==> config.mk <==
export PLATFORM = sky130hd
export DESIGN_NAME = trwc_regs
export DESIGN_NICKNAME = d
export VERILOG_FILES = /design/src/trwc_pkg.sv /design/src/trwc_regs.sv
export SDC_FILE = /design/constraint.sdc
export NUM_CORES = 1
export LEC_CHECK = 0
export ABC_AREA = 1
export ABC_CLOCK_PERIOD_IN_PS = 5450
export BUFFER_PORTS_ARGS = -buffer_cell sky130_fd_sc_hd__clkbuf_2
export CORE_AREA = 5 5 117 119
export DETAILED_ROUTE_END_ITERATION = 7
export DIE_AREA = 0 0 122 124
export PLACE_DENSITY = 0.82
export SYNTH_ARGS = -nofsm -noshare
export SYNTH_HDL_FRONTEND = slang
export SYNTH_SLANG_ARGS = --single-unit
==> constraint.sdc <==
create_clock -name i_clk -period 5.45 [get_ports i_clk]
set_clock_uncertainty 0.1 [all_clocks]
set_input_delay 0.8175 -clock i_clk [delete_from_list [all_inputs] [get_ports i_clk]]
set_output_delay 0.8175 -clock i_clk [all_outputs]
set_load 0.01 [all_outputs]
==> src/trwc_pkg.sv <==
// constants, types and register map of the tape read/write control register bank
package trwc_pkg;
  // register indices; byte address on the bus is four times the index
  localparam logic [7:0] IDX_SENSE = 8'h47;
  localparam logic [7:0] IDX_TRACK_MASK = 8'h48;
  localparam logic [7:0] IDX_DIAG = 8'h49;
  localparam logic [7:0] IDX_WCTL = 8'h4A;
  localparam logic [7:0] IDX_RCTL = 8'h4B;
  localparam logic [7:0] IDX_MODE = 8'h4C;
  localparam logic [7:0] IDX_SPEED = 8'h50;
  localparam logic [7:0] IDX_STATUS = 8'h51;
  localparam logic [7:0] REG_RESET = 8'h00;
  // sense register bits
  localparam int SN_TRAP_MASK = 4;
  localparam int SN_VEL_OK = 3;
  localparam int SN_VEL_CHG = 2;
  localparam int SN_GATE = 1;
  localparam int SN_STOP = 0;
  // diagnostic control bits
  localparam int DG_DIAG_WRITE = 7;
  localparam int DG_DIAG_READ = 6;
  localparam int DG_PRE_INH = 5;
  localparam int DG_POST_INH = 4;
  localparam int DG_INVALID = 3;
  localparam int DG_ALL_MASK = 2;
  localparam int DG_MASK_EN = 1;
  localparam int DG_PARITY_MASK = 0;
  // write control bits
  localparam int WC_TAPE_MARK = 7;
  localparam int WC_ID_BURST = 6;
  localparam int WC_END_HOLD = 5;
  localparam int WC_ALL_ONES = 4;
  localparam int WC_WRITE_GO = 3;
  localparam int WC_BUF_FULL = 1;
  localparam int WC_BYTE_CYC = 0;
  localparam logic [7:0] WC_STORED = 8'hF8;
  // read control bits
  localparam int RC_READ_GO = 7;
  localparam int RC_STANDBY = 6;
  localparam int RC_VFO_START = 5;
  localparam int RC_XFER_INH = 4;
  localparam int RC_CORR_INH = 3;
  localparam int RC_PHASE_INJ = 1;
  // mode register bits
  localparam int MD_MACHINE_CYCLE = 7;
  localparam int MD_WRITE_STATUS = 5;
  localparam int MD_D800 = 4;
  localparam int MD_D6250 = 3;
  localparam int MD_D1600 = 2;
  localparam int MD_CBR = 0;
  // timing: tach tick is base unit times speed factor
  localparam int CLK_PERIOD_NS = 100;
  localparam int TICK_BASE_NS = 208;
  localparam int TICK_BASE_CYC = (TICK_BASE_NS + CLK_PERIOD_NS - 1) / CLK_PERIOD_NS;
  localparam int PERIOD_BITS = 12;
  localparam logic [11:0] PERIOD_FULL = 12'hFFF;
  localparam logic [11:0] VEL_LO_TICKS = 12'h0AA;
  localparam logic [11:0] VEL_HI_TICKS = 12'h104;
  localparam logic [3:0] CELLS_6250 = 4'h8;
  localparam logic [3:0] CELLS_1600 = 4'h4;
  localparam logic [3:0] CELLS_800 = 4'h2;
  localparam logic [3:0] FMT_HOLD = 4'hD;
  localparam logic [3:0] FMT_END = 4'hF;
  localparam logic [3:0] INVALID_NIBBLE = 4'hF;

  typedef enum logic [3:0] {
    VFO_DISCHARGE = 4'b0001,
    VFO_WCLK = 4'b0010,
    VFO_RESYNC = 4'b0100,
    VFO_DATA = 4'b1000
  } trwc_vfo_t;

  typedef enum logic [2:0] {
    PAT_DATA = 3'h0,
    PAT_ONES_9042 = 3'h1,
    PAT_ONES_3200 = 3'h2,
    PAT_ONES_800 = 3'h3,
    PAT_BURST_1000 = 3'h4,
    PAT_TAPE_MARK = 3'h5
  } trwc_pat_t;

  typedef struct packed {
    logic pready;
    logic pslverr;
    logic [31:0] prdata;
  } trwc_apb_t;

  typedef struct packed {
    logic ftp_s1;
    logic ftp_s2;
    logic ftp_prev;
    logic [3:0] presc;
    logic [11:0] period;
    logic [1:0] speed;
    logic trap_mask;
    logic vel_ok;
    logic vel_chg;
    logic gate;
    logic stop;
    logic trap;
    logic [7:0] track_mask;
    logic [7:0] diag;
    logic [7:0] wctl;
    logic [7:0] rctl;
    logic [7:0] mode;
    logic byte_cyc;
    logic [3:0] bcnt;
    logic [3:0] fcount;
    logic phase_ok;
    logic slip;
    logic noise;
    trwc_vfo_t vfo;
    logic [8:0] prev_wdata;
    logic [8:0] wdata;
    logic [8:0] pherr;
    trwc_pat_t pattern;
    logic tm_seq;
    logic id_fmt;
    logic fwd_check;
    logic xfer_req;
    trwc_apb_t apb;
  } trwc_state_t;
endpackage

==> src/trwc_regs.sv <==
// tape read/write control registers: tach monitor, write masking, write and read control
`timescale 1ns/10ps

module trwc_regs
  import trwc_pkg::*;
(
  // clock and reset
  input wire logic i_clk,
  input wire logic i_rst,
  input wire logic i_hardware_clear,
  // apb slave
  input wire logic i_psel,
  input wire logic i_penable,
  input wire logic i_pwrite,
  input wire logic [31:0] i_paddr,
  input wire logic [31:0] i_pwdata,
  output logic o_pready,
  output logic o_pslverr,
  output logic [31:0] o_prdata,
  // tape unit tach
  input wire logic i_fine_tach_pulse,
  output logic o_tach_stop_trap,
  // write path
  input wire logic i_bit_cell,
  input wire logic i_format_step,
  input wire logic [8:0] i_write_data,
  input wire logic i_group_excluded,
  input wire logic i_in_preamble,
  input wire logic i_in_postamble,
  output logic [8:0] o_write_data,
  output logic [8:0] o_phase_error,
  output trwc_pat_t o_pattern,
  output logic o_tape_mark_seq,
  output logic o_id_burst_fmt,
  output logic o_write_go,
  output logic [3:0] o_format_count,
  // read path
  input wire logic i_buffer_full,
  input wire logic i_transfer_cond,
  input wire logic i_block_detect,
  input wire logic i_end_postamble,
  input wire logic i_slip_event,
  input wire logic i_noise_event,
  input wire logic i_time_sense,
  input wire logic i_peak_pulse,
  output logic o_forward_check,
  output logic o_transfer_request,
  output logic o_read_go,
  output logic o_correction_inhibit,
  output trwc_vfo_t o_vfo_state
);

  trwc_state_t s;
  trwc_state_t next_s;

  function automatic logic [3:0] speed_factor(input logic [1:0] code);
    case (code)
      2'b11: speed_factor = 4'h1;
      2'b10: speed_factor = 4'h2;
      2'b01: speed_factor = 4'h3;
      default: speed_factor = 4'h4;
    endcase
  endfunction

  function automatic logic [3:0] cells_per_byte(input logic [7:0] mode);
    if (mode[MD_D6250]) begin
      cells_per_byte = CELLS_6250;
    end else if (mode[MD_D1600]) begin
      cells_per_byte = CELLS_1600;
    end else begin
      cells_per_byte = CELLS_800;
    end
  endfunction

  function automatic logic [3:0] diag_group(input logic [3:0] g, input logic inv,
                                            input logic excl);
    if (!excl && g[3:2] == 2'b11) begin
      diag_group = inv ? INVALID_NIBBLE : 4'h0;
    end else begin
      diag_group = g;
    end
  endfunction

  logic [7:0] idx;
  logic access;
  logic wr;
  logic mc;
  logic d6250;
  logic d1600;
  logic d800;
  logic ftp_edge;
  logic tick;
  logic [3:0] tick_len;
  logic in_range;
  logic [8:0] mvec;
  logic [8:0] d;
  logic [7:0] rd;
  logic hit;
  logic vc_set;

  assign idx = i_paddr[9:2];
  assign access = i_psel && i_penable;
  assign wr = access && s.apb.pready && i_pwrite;
  assign mc = s.mode[MD_MACHINE_CYCLE];
  assign d6250 = s.mode[MD_D6250];
  assign d1600 = s.mode[MD_D1600];
  assign d800 = s.mode[MD_D800];
  assign ftp_edge = s.ftp_s2 && !s.ftp_prev;
  assign tick_len = 4'(TICK_BASE_CYC) * speed_factor(s.speed);
  assign tick = (s.presc == tick_len - 4'h1);
  assign in_range = (s.period >= VEL_LO_TICKS) && (s.period <= VEL_HI_TICKS);
  assign mvec = {s.diag[DG_PARITY_MASK], s.track_mask};

  always_comb begin
    next_s = s;
    rd = 8'h00;
    hit = 1'b1;
    vc_set = 1'b0;
    d = i_write_data;

    // tach pulse crossing; only the second stage is examined
    next_s.ftp_s1 = i_fine_tach_pulse;
    next_s.ftp_s2 = s.ftp_s1;
    next_s.ftp_prev = s.ftp_s2;

    // fine tach period measurement
    next_s.presc = tick ? 4'h0 : s.presc + 4'h1;
    if (ftp_edge) begin
      next_s.period = '0;
      next_s.vel_ok = in_range;
      if (!in_range && s.mode[MD_WRITE_STATUS]) begin
        next_s.vel_chg = 1'b1;
        vc_set = 1'b1;
      end
    end else if (tick && s.period != PERIOD_FULL) begin
      next_s.period = s.period + 12'h001;
      if (s.period + 12'h001 == PERIOD_FULL) begin
        next_s.vel_ok = 1'b0;
        if (!s.gate) begin
          next_s.stop = 1'b1;
        end
        if (s.mode[MD_WRITE_STATUS]) begin
          next_s.vel_chg = 1'b1;
          vc_set = 1'b1;
        end
      end
    end

    // byte cycle: counts bit cells after each clearing write
    if (!s.byte_cyc && i_bit_cell) begin
      if (s.bcnt == cells_per_byte(s.mode) - 4'h1) begin
        next_s.byte_cyc = 1'b1;
        next_s.bcnt = 4'h0;
      end else begin
        next_s.bcnt = s.bcnt + 4'h1;
      end
    end

    // format counter driven by write go
    if (!s.wctl[WC_WRITE_GO]) begin
      next_s.fcount = 4'h0;
    end else if (i_format_step) begin
      if (!(s.fcount == FMT_HOLD && s.wctl[WC_END_HOLD])) begin
        next_s.fcount = s.fcount + 4'h1;
      end
      if (s.fcount + 4'h1 == FMT_END && !(s.fcount == FMT_HOLD && s.wctl[WC_END_HOLD])) begin
        next_s.wctl[WC_WRITE_GO] = 1'b0;
      end
    end

    // phase lock and read checks, all held off without standby
    if (!s.rctl[RC_STANDBY]) begin
      next_s.phase_ok = 1'b0;
      next_s.slip = 1'b0;
      next_s.noise = 1'b0;
    end else begin
      if (i_block_detect) begin
        next_s.phase_ok = 1'b1;
      end else if (i_end_postamble && !d800) begin
        next_s.phase_ok = 1'b0;
      end
      if (i_slip_event) begin
        next_s.slip = 1'b1;
      end
      if (i_noise_event) begin
        next_s.noise = 1'b1;
      end
    end

    // vfo sequencing
    case (s.vfo)
      VFO_DISCHARGE: begin
        if (s.rctl[RC_VFO_START]) begin
          next_s.vfo = VFO_WCLK;
        end
      end
      VFO_WCLK: begin
        if (i_time_sense && s.rctl[RC_READ_GO]) begin
          next_s.vfo = VFO_RESYNC;
        end
      end
      VFO_RESYNC: begin
        if (i_peak_pulse) begin
          next_s.vfo = VFO_DATA;
        end
      end
      default: begin
        next_s.vfo = VFO_DATA;
      end
    endcase
    if (!s.rctl[RC_VFO_START]) begin
      next_s.vfo = VFO_DISCHARGE;
    end

    // write data shaping; the raw byte is kept to spot repeated ones
    next_s.prev_wdata = i_write_data;
    if (s.diag[DG_DIAG_WRITE]) begin
      if (d6250) begin
        d[7:4] = diag_group(d[7:4], s.diag[DG_INVALID], i_group_excluded);
        d[3:0] = diag_group(d[3:0], s.diag[DG_INVALID], i_group_excluded);
      end else begin
        d = d & ~s.prev_wdata;
      end
    end
    if (s.diag[DG_MASK_EN] && !s.rctl[RC_PHASE_INJ]) begin
      d = d & ~mvec;
    end
    if ((d6250 || d1600) && ((s.diag[DG_PRE_INH] && i_in_preamble) ||
                             (s.diag[DG_POST_INH] && i_in_postamble))) begin
      d = 9'h000;
    end
    if (s.diag[DG_ALL_MASK] || !mc) begin
      d = 9'h000;
    end
    next_s.wdata = d;
    next_s.pherr = (s.diag[DG_MASK_EN] && s.rctl[RC_PHASE_INJ]) ? mvec : 9'h000;

    // write pattern selection
    if (s.wctl[WC_ALL_ONES]) begin
      if (s.wctl[WC_ID_BURST] && d6250) begin
        next_s.pattern = PAT_BURST_1000;
      end else if (d6250) begin
        next_s.pattern = PAT_ONES_9042;
      end else if (d1600) begin
        next_s.pattern = PAT_ONES_3200;
      end else begin
        next_s.pattern = PAT_ONES_800;
      end
    end else if (s.wctl[WC_TAPE_MARK]) begin
      next_s.pattern = PAT_TAPE_MARK;
    end else begin
      next_s.pattern = PAT_DATA;
    end
    next_s.tm_seq = s.wctl[WC_TAPE_MARK];
    next_s.id_fmt = s.wctl[WC_ID_BURST] && (d6250 || d1600);
    next_s.fwd_check = s.diag[DG_DIAG_READ] && (d6250 || d800);
    next_s.xfer_req = i_transfer_cond && !s.rctl[RC_XFER_INH] && mc;
    next_s.trap = s.stop && s.trap_mask;

    // apb: one wait cycle, read data captured while pready is low
    next_s.apb.pready = access && !s.apb.pready;
    if (idx == IDX_SENSE) begin
      rd = {3'h0, s.trap_mask, s.vel_ok, s.vel_chg, s.gate, s.stop};
    end else if (idx == IDX_TRACK_MASK) begin
      rd = s.track_mask;
    end else if (idx == IDX_DIAG) begin
      rd = s.diag;
    end else if (idx == IDX_WCTL) begin
      rd = s.wctl & WC_STORED;
      rd[WC_BUF_FULL] = i_buffer_full && !s.mode[MD_CBR];
      rd[WC_BYTE_CYC] = s.byte_cyc;
    end else if (idx == IDX_RCTL) begin
      rd = s.rctl;
    end else if (idx == IDX_MODE) begin
      rd = s.mode;
    end else if (idx == IDX_SPEED) begin
      rd = {6'h00, s.speed};
    end else if (idx == IDX_STATUS) begin
      rd = {s.fcount, 1'b0, s.phase_ok, s.slip, s.noise};
    end else begin
      hit = 1'b0;
    end
    if (access && !s.apb.pready) begin
      next_s.apb.prdata = (i_pwrite || !hit) ? 32'h0000_0000 : {24'h00_0000, rd};
      next_s.apb.pslverr = !hit || (i_paddr[1:0] != 2'b00);
    end else begin
      next_s.apb.pslverr = 1'b0;
    end

    // register writes; hardware sets above win over write-1 clears here
    if (wr && !s.apb.pslverr) begin
      if (idx == IDX_SENSE) begin
        if (mc) begin
          next_s.trap_mask = i_pwdata[SN_TRAP_MASK];
          next_s.gate = i_pwdata[SN_GATE];
        end
        if (i_pwdata[SN_VEL_CHG] && !vc_set) begin
          next_s.vel_chg = 1'b0;
        end
      end else if (idx == IDX_TRACK_MASK) begin
        next_s.track_mask = i_pwdata[7:0];
      end else if (idx == IDX_DIAG) begin
        next_s.diag = i_pwdata[7:0];
      end else if (idx == IDX_WCTL && mc) begin
        next_s.wctl = i_pwdata[7:0] & WC_STORED;
        if (i_pwdata[WC_BYTE_CYC] && !(next_s.byte_cyc && !s.byte_cyc)) begin
          next_s.byte_cyc = 1'b0;
          next_s.bcnt = 4'h0;
        end
      end else if (idx == IDX_RCTL && mc) begin
        next_s.rctl = i_pwdata[7:0];
      end else if (idx == IDX_MODE) begin
        next_s.mode = i_pwdata[7:0];
      end else if (idx == IDX_SPEED) begin
        next_s.speed = i_pwdata[1:0];
      end
    end

    // machine cycle off drops the tach monitor and the write start
    if (!mc) begin
      next_s.trap_mask = 1'b0;
      next_s.vel_ok = 1'b0;
      next_s.vel_chg = 1'b0;
      next_s.gate = 1'b0;
      next_s.stop = 1'b0;
      next_s.trap = 1'b0;
      next_s.period = '0;
      next_s.wctl[WC_WRITE_GO] = 1'b0;
    end

    if (i_hardware_clear) begin
      next_s.track_mask = REG_RESET;
      next_s.diag = REG_RESET;
      next_s.wctl = REG_RESET;
      next_s.rctl = REG_RESET;
      next_s.mode = REG_RESET;
    end
  end

  always_ff @(posedge i_clk or posedge i_rst) begin
    if (i_rst) begin
      s <= '0;
      s.vfo <= VFO_DISCHARGE;
      s.pattern <= PAT_DATA;
    end else begin
      s <= next_s;
    end
  end

  assign o_pready = s.apb.pready;
  assign o_pslverr = s.apb.pslverr;
  assign o_prdata = s.apb.prdata;
  assign o_tach_stop_trap = s.trap;
  assign o_write_data = s.wdata;
  assign o_phase_error = s.pherr;
  assign o_pattern = s.pattern;
  assign o_tape_mark_seq = s.tm_seq;
  assign o_id_burst_fmt = s.id_fmt;
  assign o_write_go = s.wctl[WC_WRITE_GO];
  assign o_format_count = s.fcount;
  assign o_forward_check = s.fwd_check;
  assign o_transfer_request = s.xfer_req;
  assign o_read_go = s.rctl[RC_READ_GO];
  assign o_correction_inhibit = s.rctl[RC_CORR_INH];
  assign o_vfo_state = s.vfo;

endmodule

==> reports/metrics.cfg, run 1 <==
[cells_and_area]
drive_above_1_share=0.189
n_antenna_cell=0
num-fill-cells=1106
area_growth_syn_to_layout_pct=12.4
fin_nets=977
seq_area_um2=3100
multiInputGateArea_um2=2690

[setup_path]
required_ns=5.68
crit_path_top_delay_cell=dfrtp_1
slowest_delay_ns=0.45
worst-path-buf-inv=4
path_class=flop to flop
crit_path_end_kind=flop
reg2reg_depth=13
worstPathMaxFanout=10
startpoint_type=flop
critical-path-top-delay-family=simple AND/OR/NAND/NOR gates
cp_common_cell=nand2_1
cp.depth=13
arrival_ns=2.56
crit_chain=inv_1 -> ha_1 -> inv_1 -> nand2_1 -> nand2_1 -> nand3_1 -> nor2_1 -> nand2_1 -> inv_1 -> nand2_1 -> inv_1 -> nand2_1 -> o21ai_0

[timing]
finalCriticalPeriod_ns=2.34
fin_setup_tns_ns=0
drv_slew=0
rsz0062_at_grt=false
timing.final.crit_share=0.429
relSlewSlack=0.356
clock.fmax_mhz=428
worst_pin_slew_ns=0.966
setup_viol=0
setup_ws_ns=3.11
final_hold_viol_count=0

[clock_network]
hold_buffers=0
clock-root-buffer=clkbuf_16
clock_path_buffers=2
cts.clk_slew.worst_paths_ns=0.06
cts_setup_buffers=0
cts-buffers-inserted=17
cts_resized=0
insertion_delay_ns=0.41
cts_tree=yes
htree_levels=4
cts_sinks=124

[floorplanning]
die_area_um2=15100
initial_core_util=0.531
core_area_um2=12500
dieHeight_um=124
rows=41
die_x_um=122
pin_count=164

[min_path]
holdPathStages=0
hold_class=flop to flop

[global_routing]
grt_max_degree=81
grt_pass1_wl_um=26600
antenna_found_initial=0
grt_pass1_vias=5416
overflow=0
grt_usage=0.225

[logic_synthesis]
synthFlopType=dfrtp_1
ys_types=46
yosys-top-cells-area=dfrtp_1 (46%), nand2_1 (9.2%), buf_4 (6.9%), nor2_1 (6.1%), inv_1 (5.0%)
postSynthCellCount=806
synthArstFlopShare=1.00
ys_seq_area_frac=0.469
yosys.cell_count.top_type=nand2_1
avgSynthCellArea_um2=8.22
synth_area_um2=6620
netlist.area_leader.share=0.465
ys_warn_count=0
synth-edff-count=0
yosys.area.top_type=dfrtp_1
synth_seq_cells=124
ys_top_cells_by_count=nand2_1 (163), dfrtp_1 (123), nor2_1 (108)

[power_and_ir_drop]
vdd_drop_max_mv=0.155
power_per_cell_area_nw_per_um2=288
total_leakage_power_nw=3.67

[route]
wirelength_um=16300
first_iter_violations=515
num_vias=5547
drtPass1Iterations=5
ant_nets=0
via_per_inst=5.26
routedWlPerCell_um=15.5
drc=0

[placement]
post-place-ws_ns=2.77
dp_hpwl_um=12100
place_congestion=0.956
io_buffers=93

[outcome]
outcome=finished, final reports clean

[run]
cap_violations=0

==> routing by layer <==
layer | GRT usage | vias to the layer above | part of all wire
met4 | 0.0791 | 0 | 0.018
li1 | - | 2673 | -
met1 | 0.294 | 2616 | 0.43
met3 | 0.0563 | 32 | 0.072
met5 | 0 | - | 0
met2 | 0.369 | 226 | 0.48
==> area by class of cell <==
type,count,share of cell area
Clock buffer,20,0.0600
Clock inverter,10,0.0160
Inverter,102,0.0538
Multi-Input combinational cell,533,0.361
Sequential cell,124,0.417
Tap cell,172,0.0289
Timing Repair Buffer,94,0.0635
==> cells by family after synthesis <==
family,Yosys count,synth area share
and+or+nand+nor,351,0.233
buffers and inverters,172,0.138
AOI/OAI and AO/OA,139,0.127
DFF,124,0.469
adders and majority gates,12,0.0227
xor gates and xnor gates,7,0.00926
other,1,0.000566
==> stage by stage <==
stage	utilization	hold slack, ns	total power [mW]	instance area, um2	instances
2_1_floorplan	-	0.231	1.05	6710	829
3_3_place_gp	0.552	0.235	1.07	6880	1025
3_5_place_dp	0.552	0.241	1.08	6880	1025
4_1_cts	0.597	0.252	2.15	7450	1055
5_1_grt	0.597	0.257	2.22	7450	1055
6_report	0.597	0.254	2.14	7450	1055
==> registers in the layout (all words and copies together) (netlist names), 3 cells and up <==
| register | flops |
|---|---|
| s | 61 |
| o_phase_error | 9 |
| o_prdata | 8 |
| o_pattern | 3 |
| next_s | 3 |
| o_write_data | 9 |
| o_format_count | 4 |
| o_vfo_state | 4 |
| mvec | 9 |
==> worst register-to-register path: cells and delay by family, from the launching register on <==
kind | cells | cell delay [ns]
AO/OA/AOI/OAI | 1 | 0.07
adder cells (fa/ha/maj) | 1 | 0.31
buffers and inverters | 4 | 0.43
flip-flops | 1 | 0.45
AND/OR/NAND/NOR | 7 | 0.90
==> final timing paths <==
kind	startpoint	endpoint	slack, ns
max	s[130]	s[132]	3.11
min in group asynchronous	i_rst	s[136]	0.52
min reg2reg	next_s[149]	next_s[148]	0.25
max in group asynchronous	i_rst	next_s[148]	3.56
min	next_s[149]	next_s[148]	0.25
max reg2reg	s[130]	s[132]	3.11
==> power by group <==
group          switching [mW]  internal, mW  total, mW
sequential             0.0119         0.937      0.948
combinational          0.0763        0.0356      0.112
clock                   0.403         0.680       1.08
total                   0.491          1.65       2.14
==> cells in the final DEF (no fill, tap or decap), drive strengths merged <==
master      n
nand2     169
dfrtp     123
nor2      119
clkbuf    113
inv       102
o21ai      80
nand3      38
conb       24
o22ai      17
a21oi      16
nand4      13
ha         12
o211ai      7
nor3        6
o2111ai     5
clkinv      5
xor2        4
a2111oi     4
xnor2       3
nor4        3
a211oi      3
clkinvlp    3
o31ai       3
nand3b      2
bufinv      2
nor3b       1
a41oi       1
a22o        1
o32ai       1
o21bai      1
dfstp       1
buf         1
Power figures use the tool's default switching activity.
==> inputs of run 2 (changes only) <==
==> config.mk (replaced) <==
export PLATFORM = sky130hd
export DESIGN_NAME = trwc_regs
export DESIGN_NICKNAME = d
export VERILOG_FILES = /design/src/trwc_pkg.sv /design/src/trwc_regs.sv
export SDC_FILE = /design/constraint.sdc
export NUM_CORES = 1
export LEC_CHECK = 0
export ABC_AREA = 0
export ABC_CLOCK_PERIOD_IN_PS = 2100
export BUFFER_PORTS_ARGS = -buffer_cell sky130_fd_sc_hd__clkbuf_2
export CORE_AREA = 5 5 124 126
export DETAILED_ROUTE_END_ITERATION = 7
export DIE_AREA = 0 0 129 131
export PLACE_DENSITY = 0.78
export SYNTH_ARGS = -nofsm -noshare
export SYNTH_HDL_FRONTEND = slang
export SYNTH_SLANG_ARGS = --single-unit
==> constraint.sdc (replaced) <==
create_clock -name i_clk -period 2.1 [get_ports i_clk]
set_clock_uncertainty 0.1 [all_clocks]
set_input_delay 0.315 -clock i_clk [delete_from_list [all_inputs] [get_ports i_clk]]
set_output_delay 0.315 -clock i_clk [all_outputs]
set_load 0.01 [all_outputs]
==> reports/metrics.cfg, run 2 <==
[clock_network]
htree_levels=4  ; unchanged
insertion_delay_ns=0.43  ; +0.02 ns
cts-buffers-inserted=17  ; unchanged
cts_sinks=124  ; unchanged
clock_path_buffers=2  ; unchanged
cts.clk_slew.worst_paths_ns=0.06  ; about the same
clock-root-buffer=clkbuf_16
cts_tree=yes

[timing]
final_hold_viol_count=0  ; unchanged
rsz0062_at_grt=true
timing.final.crit_share=1.09  ; +0.663
setup_viol=14  ; +14
holdWs_ns=0.0334  ; -0.220 ns
setup_ws_ns=-0.193  ; -3.31 ns
clock.fmax_mhz=436  ; +1.9%
worst_pin_slew_ns=0.560  ; -0.406 ns
finalCriticalPeriod_ns=2.29  ; -0.0430 ns
relSlewSlack=0.617  ; +0.261
drv_slew=0  ; unchanged

[placement]
place_congestion=0.948  ; -0.79%
placed_area_um2=7470  ; +8.5%
dp_hpwl_um=13100  ; +8.6%
post-place-ws_ns=-0.212  ; -2.98 ns
io_buffers=93  ; unchanged

[logic_synthesis]
synthMuxAreaShare=0.0402  ; +0.0402
synth_seq_cells=124  ; unchanged
ys_top_cells_by_count=dfrtp_1 (123), nand2_1 (72), buf_4 (64)
ys_warn_count=0  ; unchanged
synthFlopType=dfrtp_1
synth_top_family_by_area=simple AND/OR/NAND/NOR gates
synthArstFlopShare=1.00  ; unchanged
synth_area_um2=6790  ; +2.5%
netlist.area_leader.share=0.454  ; -0.0111
synth-simple-area-share=0.196  ; -0.0373
yosys.area.top_type=dfrtp_1
ys_types=82  ; +78%
synth_fa_ha_area_frac=0.0221  ; -0.000543
avgSynthCellArea_um2=9.71  ; +18%
ys_seq_area_frac=0.457  ; -0.0112
synth-compound-area-share=0.160  ; +0.0331
postSynthCellCount=699  ; -13%
synth-edff-count=0  ; unchanged
synthXorXnorAreaFrac=0.0206  ; +0.0114
yosys.cell_count.top_type=dfrtp_1
yosys-top-cells-area=dfrtp_1 (45%), buf_4 (7.1%), nand2_1 (4.0%), mux2i_1 (3.7%), nor2_1 (2.9%)

[floorplanning]
core_area_um2=14200  ; +14%
die_x_um=129  ; +5.7%
initial_core_util=0.478  ; -0.0536
pin_count=164  ; unchanged
rows=44  ; +7.3%
dieHeight_um=131  ; +5.6%
die_area_um2=16900  ; +12%

[cells_and_area]
drive_above_1_share=0.280  ; +0.0909
area_growth_syn_to_layout_pct=22.8
largest_register_ffs=61  ; unchanged
n_antenna_cell=0  ; unchanged
layout_common_cells=dfrtp_1 (122), clkbuf_2 (93), nand2_1 (72)
num-fill-cells=1143  ; +3.3%
final_common_cell=dfrtp_1
regMostFlops=s
stdcell_area_um2=8340  ; +12%
fin_nets=924  ; -5.4%

[setup_path]
path_class=flop to flop
slowest_delay_ns=0.45  ; about the same
crit_chain=inv_2 -> ha_2 -> or3_4 -> a211oi_4 -> buf_4 -> nand3_4 -> or4_4 -> a21oi_2
worstReg2RegStart=s[131]
required_ns=2.34  ; -3.34 ns
crit_path_top_delay_cell=or4_4
reg2reg_depth=8  ; -5
cp.depth=8  ; -5
cp-endpoint=s[142]
worstPathMaxFanout=4  ; -6
worst-path-buf-inv=2  ; -2
critical-path-top-delay-family=simple AND/OR/NAND/NOR gates
r2r_slack_ns=-0.19  ; -3.31 ns
crit_start=s[131]
arrival_ns=2.53  ; -0.03 ns
crit_path_end_kind=flop
worstReg2RegEnd=s[142]
startpoint_type=flop

[global_routing]
overflow=0  ; unchanged
grt_pass1_wl_um=30000  ; +13%
grt_pass1_vias=5700  ; +5.2%
grt_usage=0.229  ; +0.00327
grt_max_degree=96  ; +19%
antenna_found_initial=0  ; unchanged

[power_and_ir_drop]
power_per_cell_area_nw_per_um2=781  ; +170%
total_leakage_power_nw=4.01  ; +9.4%
vdd_drop_max_mv=0.561  ; +260%
total_power_mw=6.51  ; +200%

[route]
drtPass1Iterations=5  ; unchanged
ant_nets=0  ; unchanged
routedWlPerCell_um=19.0  ; +23%
via_per_inst=5.81  ; +10%
first_iter_violations=696  ; +35%
wirelength_um=19300  ; +18%
drc=0  ; unchanged
num_vias=5900  ; +6.4%

[run]
cap_violations=0  ; unchanged

[outcome]
outcome=finished, violations left
violations=negative setup slack

[min_path]
hold_class=primary input to flop

run 2: timing repair:
action	4_1_cts	5_1_grt
gates resized for setup	9	11
hold buffers	12	0
hold endpoints to repair	135	0
pin swaps	11	3
endpoints found under the setup margin	13	19
buffers inserted	6	1
cloned	2	0
run 2: logic make-up (layout without fill, tap and decap cells):
family / after synthesis / in the layout
adder cells (fa/ha/maj): 12 / 12
multiplexers: 27 / 27
other: 1 / 24
buffers and inverters: 116 / 224
AO/OA/AOI/OAI: 155 / 155
flip-flops: 124 / 124
AND/OR/NAND/NOR: 248 / 250
XOR/XNOR: 16 / 16
run 2: area by class of cell:
cell class / count / area [um2] / area share
Timing Repair Buffer: 173 / 1170 / 0.140
Clock buffer: 17 / 425 / 0.0510
Multi-Input combinational cell: 484 / 3160 / 0.379
Inverter: 19 / 75.1 / 0.00900
Sequential cell: 124 / 3110 / 0.373
Clock inverter: 15 / 171 / 0.0206
Tap cell: 184 / 230 / 0.0276
run 2: how the worst min path moves through the flow:
stage	start	endpoint	slack, ns	cells after the start
global route	i_noise_event	s[72]	0.03	2
CTS	i_noise_event	s[72]	0.02	2
detailed placement	next_s[149]	next_s[148]	0.24	0
finish	i_noise_event	s[72]	0.03	2
floorplan	next_s[149]	next_s[148]	0.23	0
global placement	next_s[149]	next_s[148]	0.23	0
run 2: report_power, final:
group          switching (mW)  internal, mW  leakage, nW
Sequential              0.102          2.49         1.67
Clock                    1.27          1.70        0.293
Combinational           0.502         0.440         2.05
run 2: routing by layer:
| metal | GRT usage | share of wire | vias to the layer above |
|---|---|---|---|
| li1 | - | - | 2657 |
| met1 | 0.301 | 0.40 | 2814 |
| met2 | 0.359 | 0.47 | 370 |
| met3 | 0.0508 | 0.091 | 59 |
| met4 | 0.112 | 0.039 | 0 |
| met5 | 0 | 0 | - |
run 2: worst reg2reg max path, delay by kind of cell, from the launching register on:
kind            cells  cell delay (ns)
compound gates      2             0.38
flops               1             0.37
buf+inv             2             0.24
fa+ha+maj           1             0.18
simple gates        3             0.95
run 2: metrics by stage:
step | util | std cells | TNS (ns)
after floorplan | - | 722 | -0.184
after global placement | 0.526 | 963 | -1.02
after detailed placement | 0.526 | 963 | -2.64
after global routing | 0.587 | 1016 | -3.25
final | 0.587 | 1016 | -1.67
after CTS | 0.583 | 1015 | -1.51
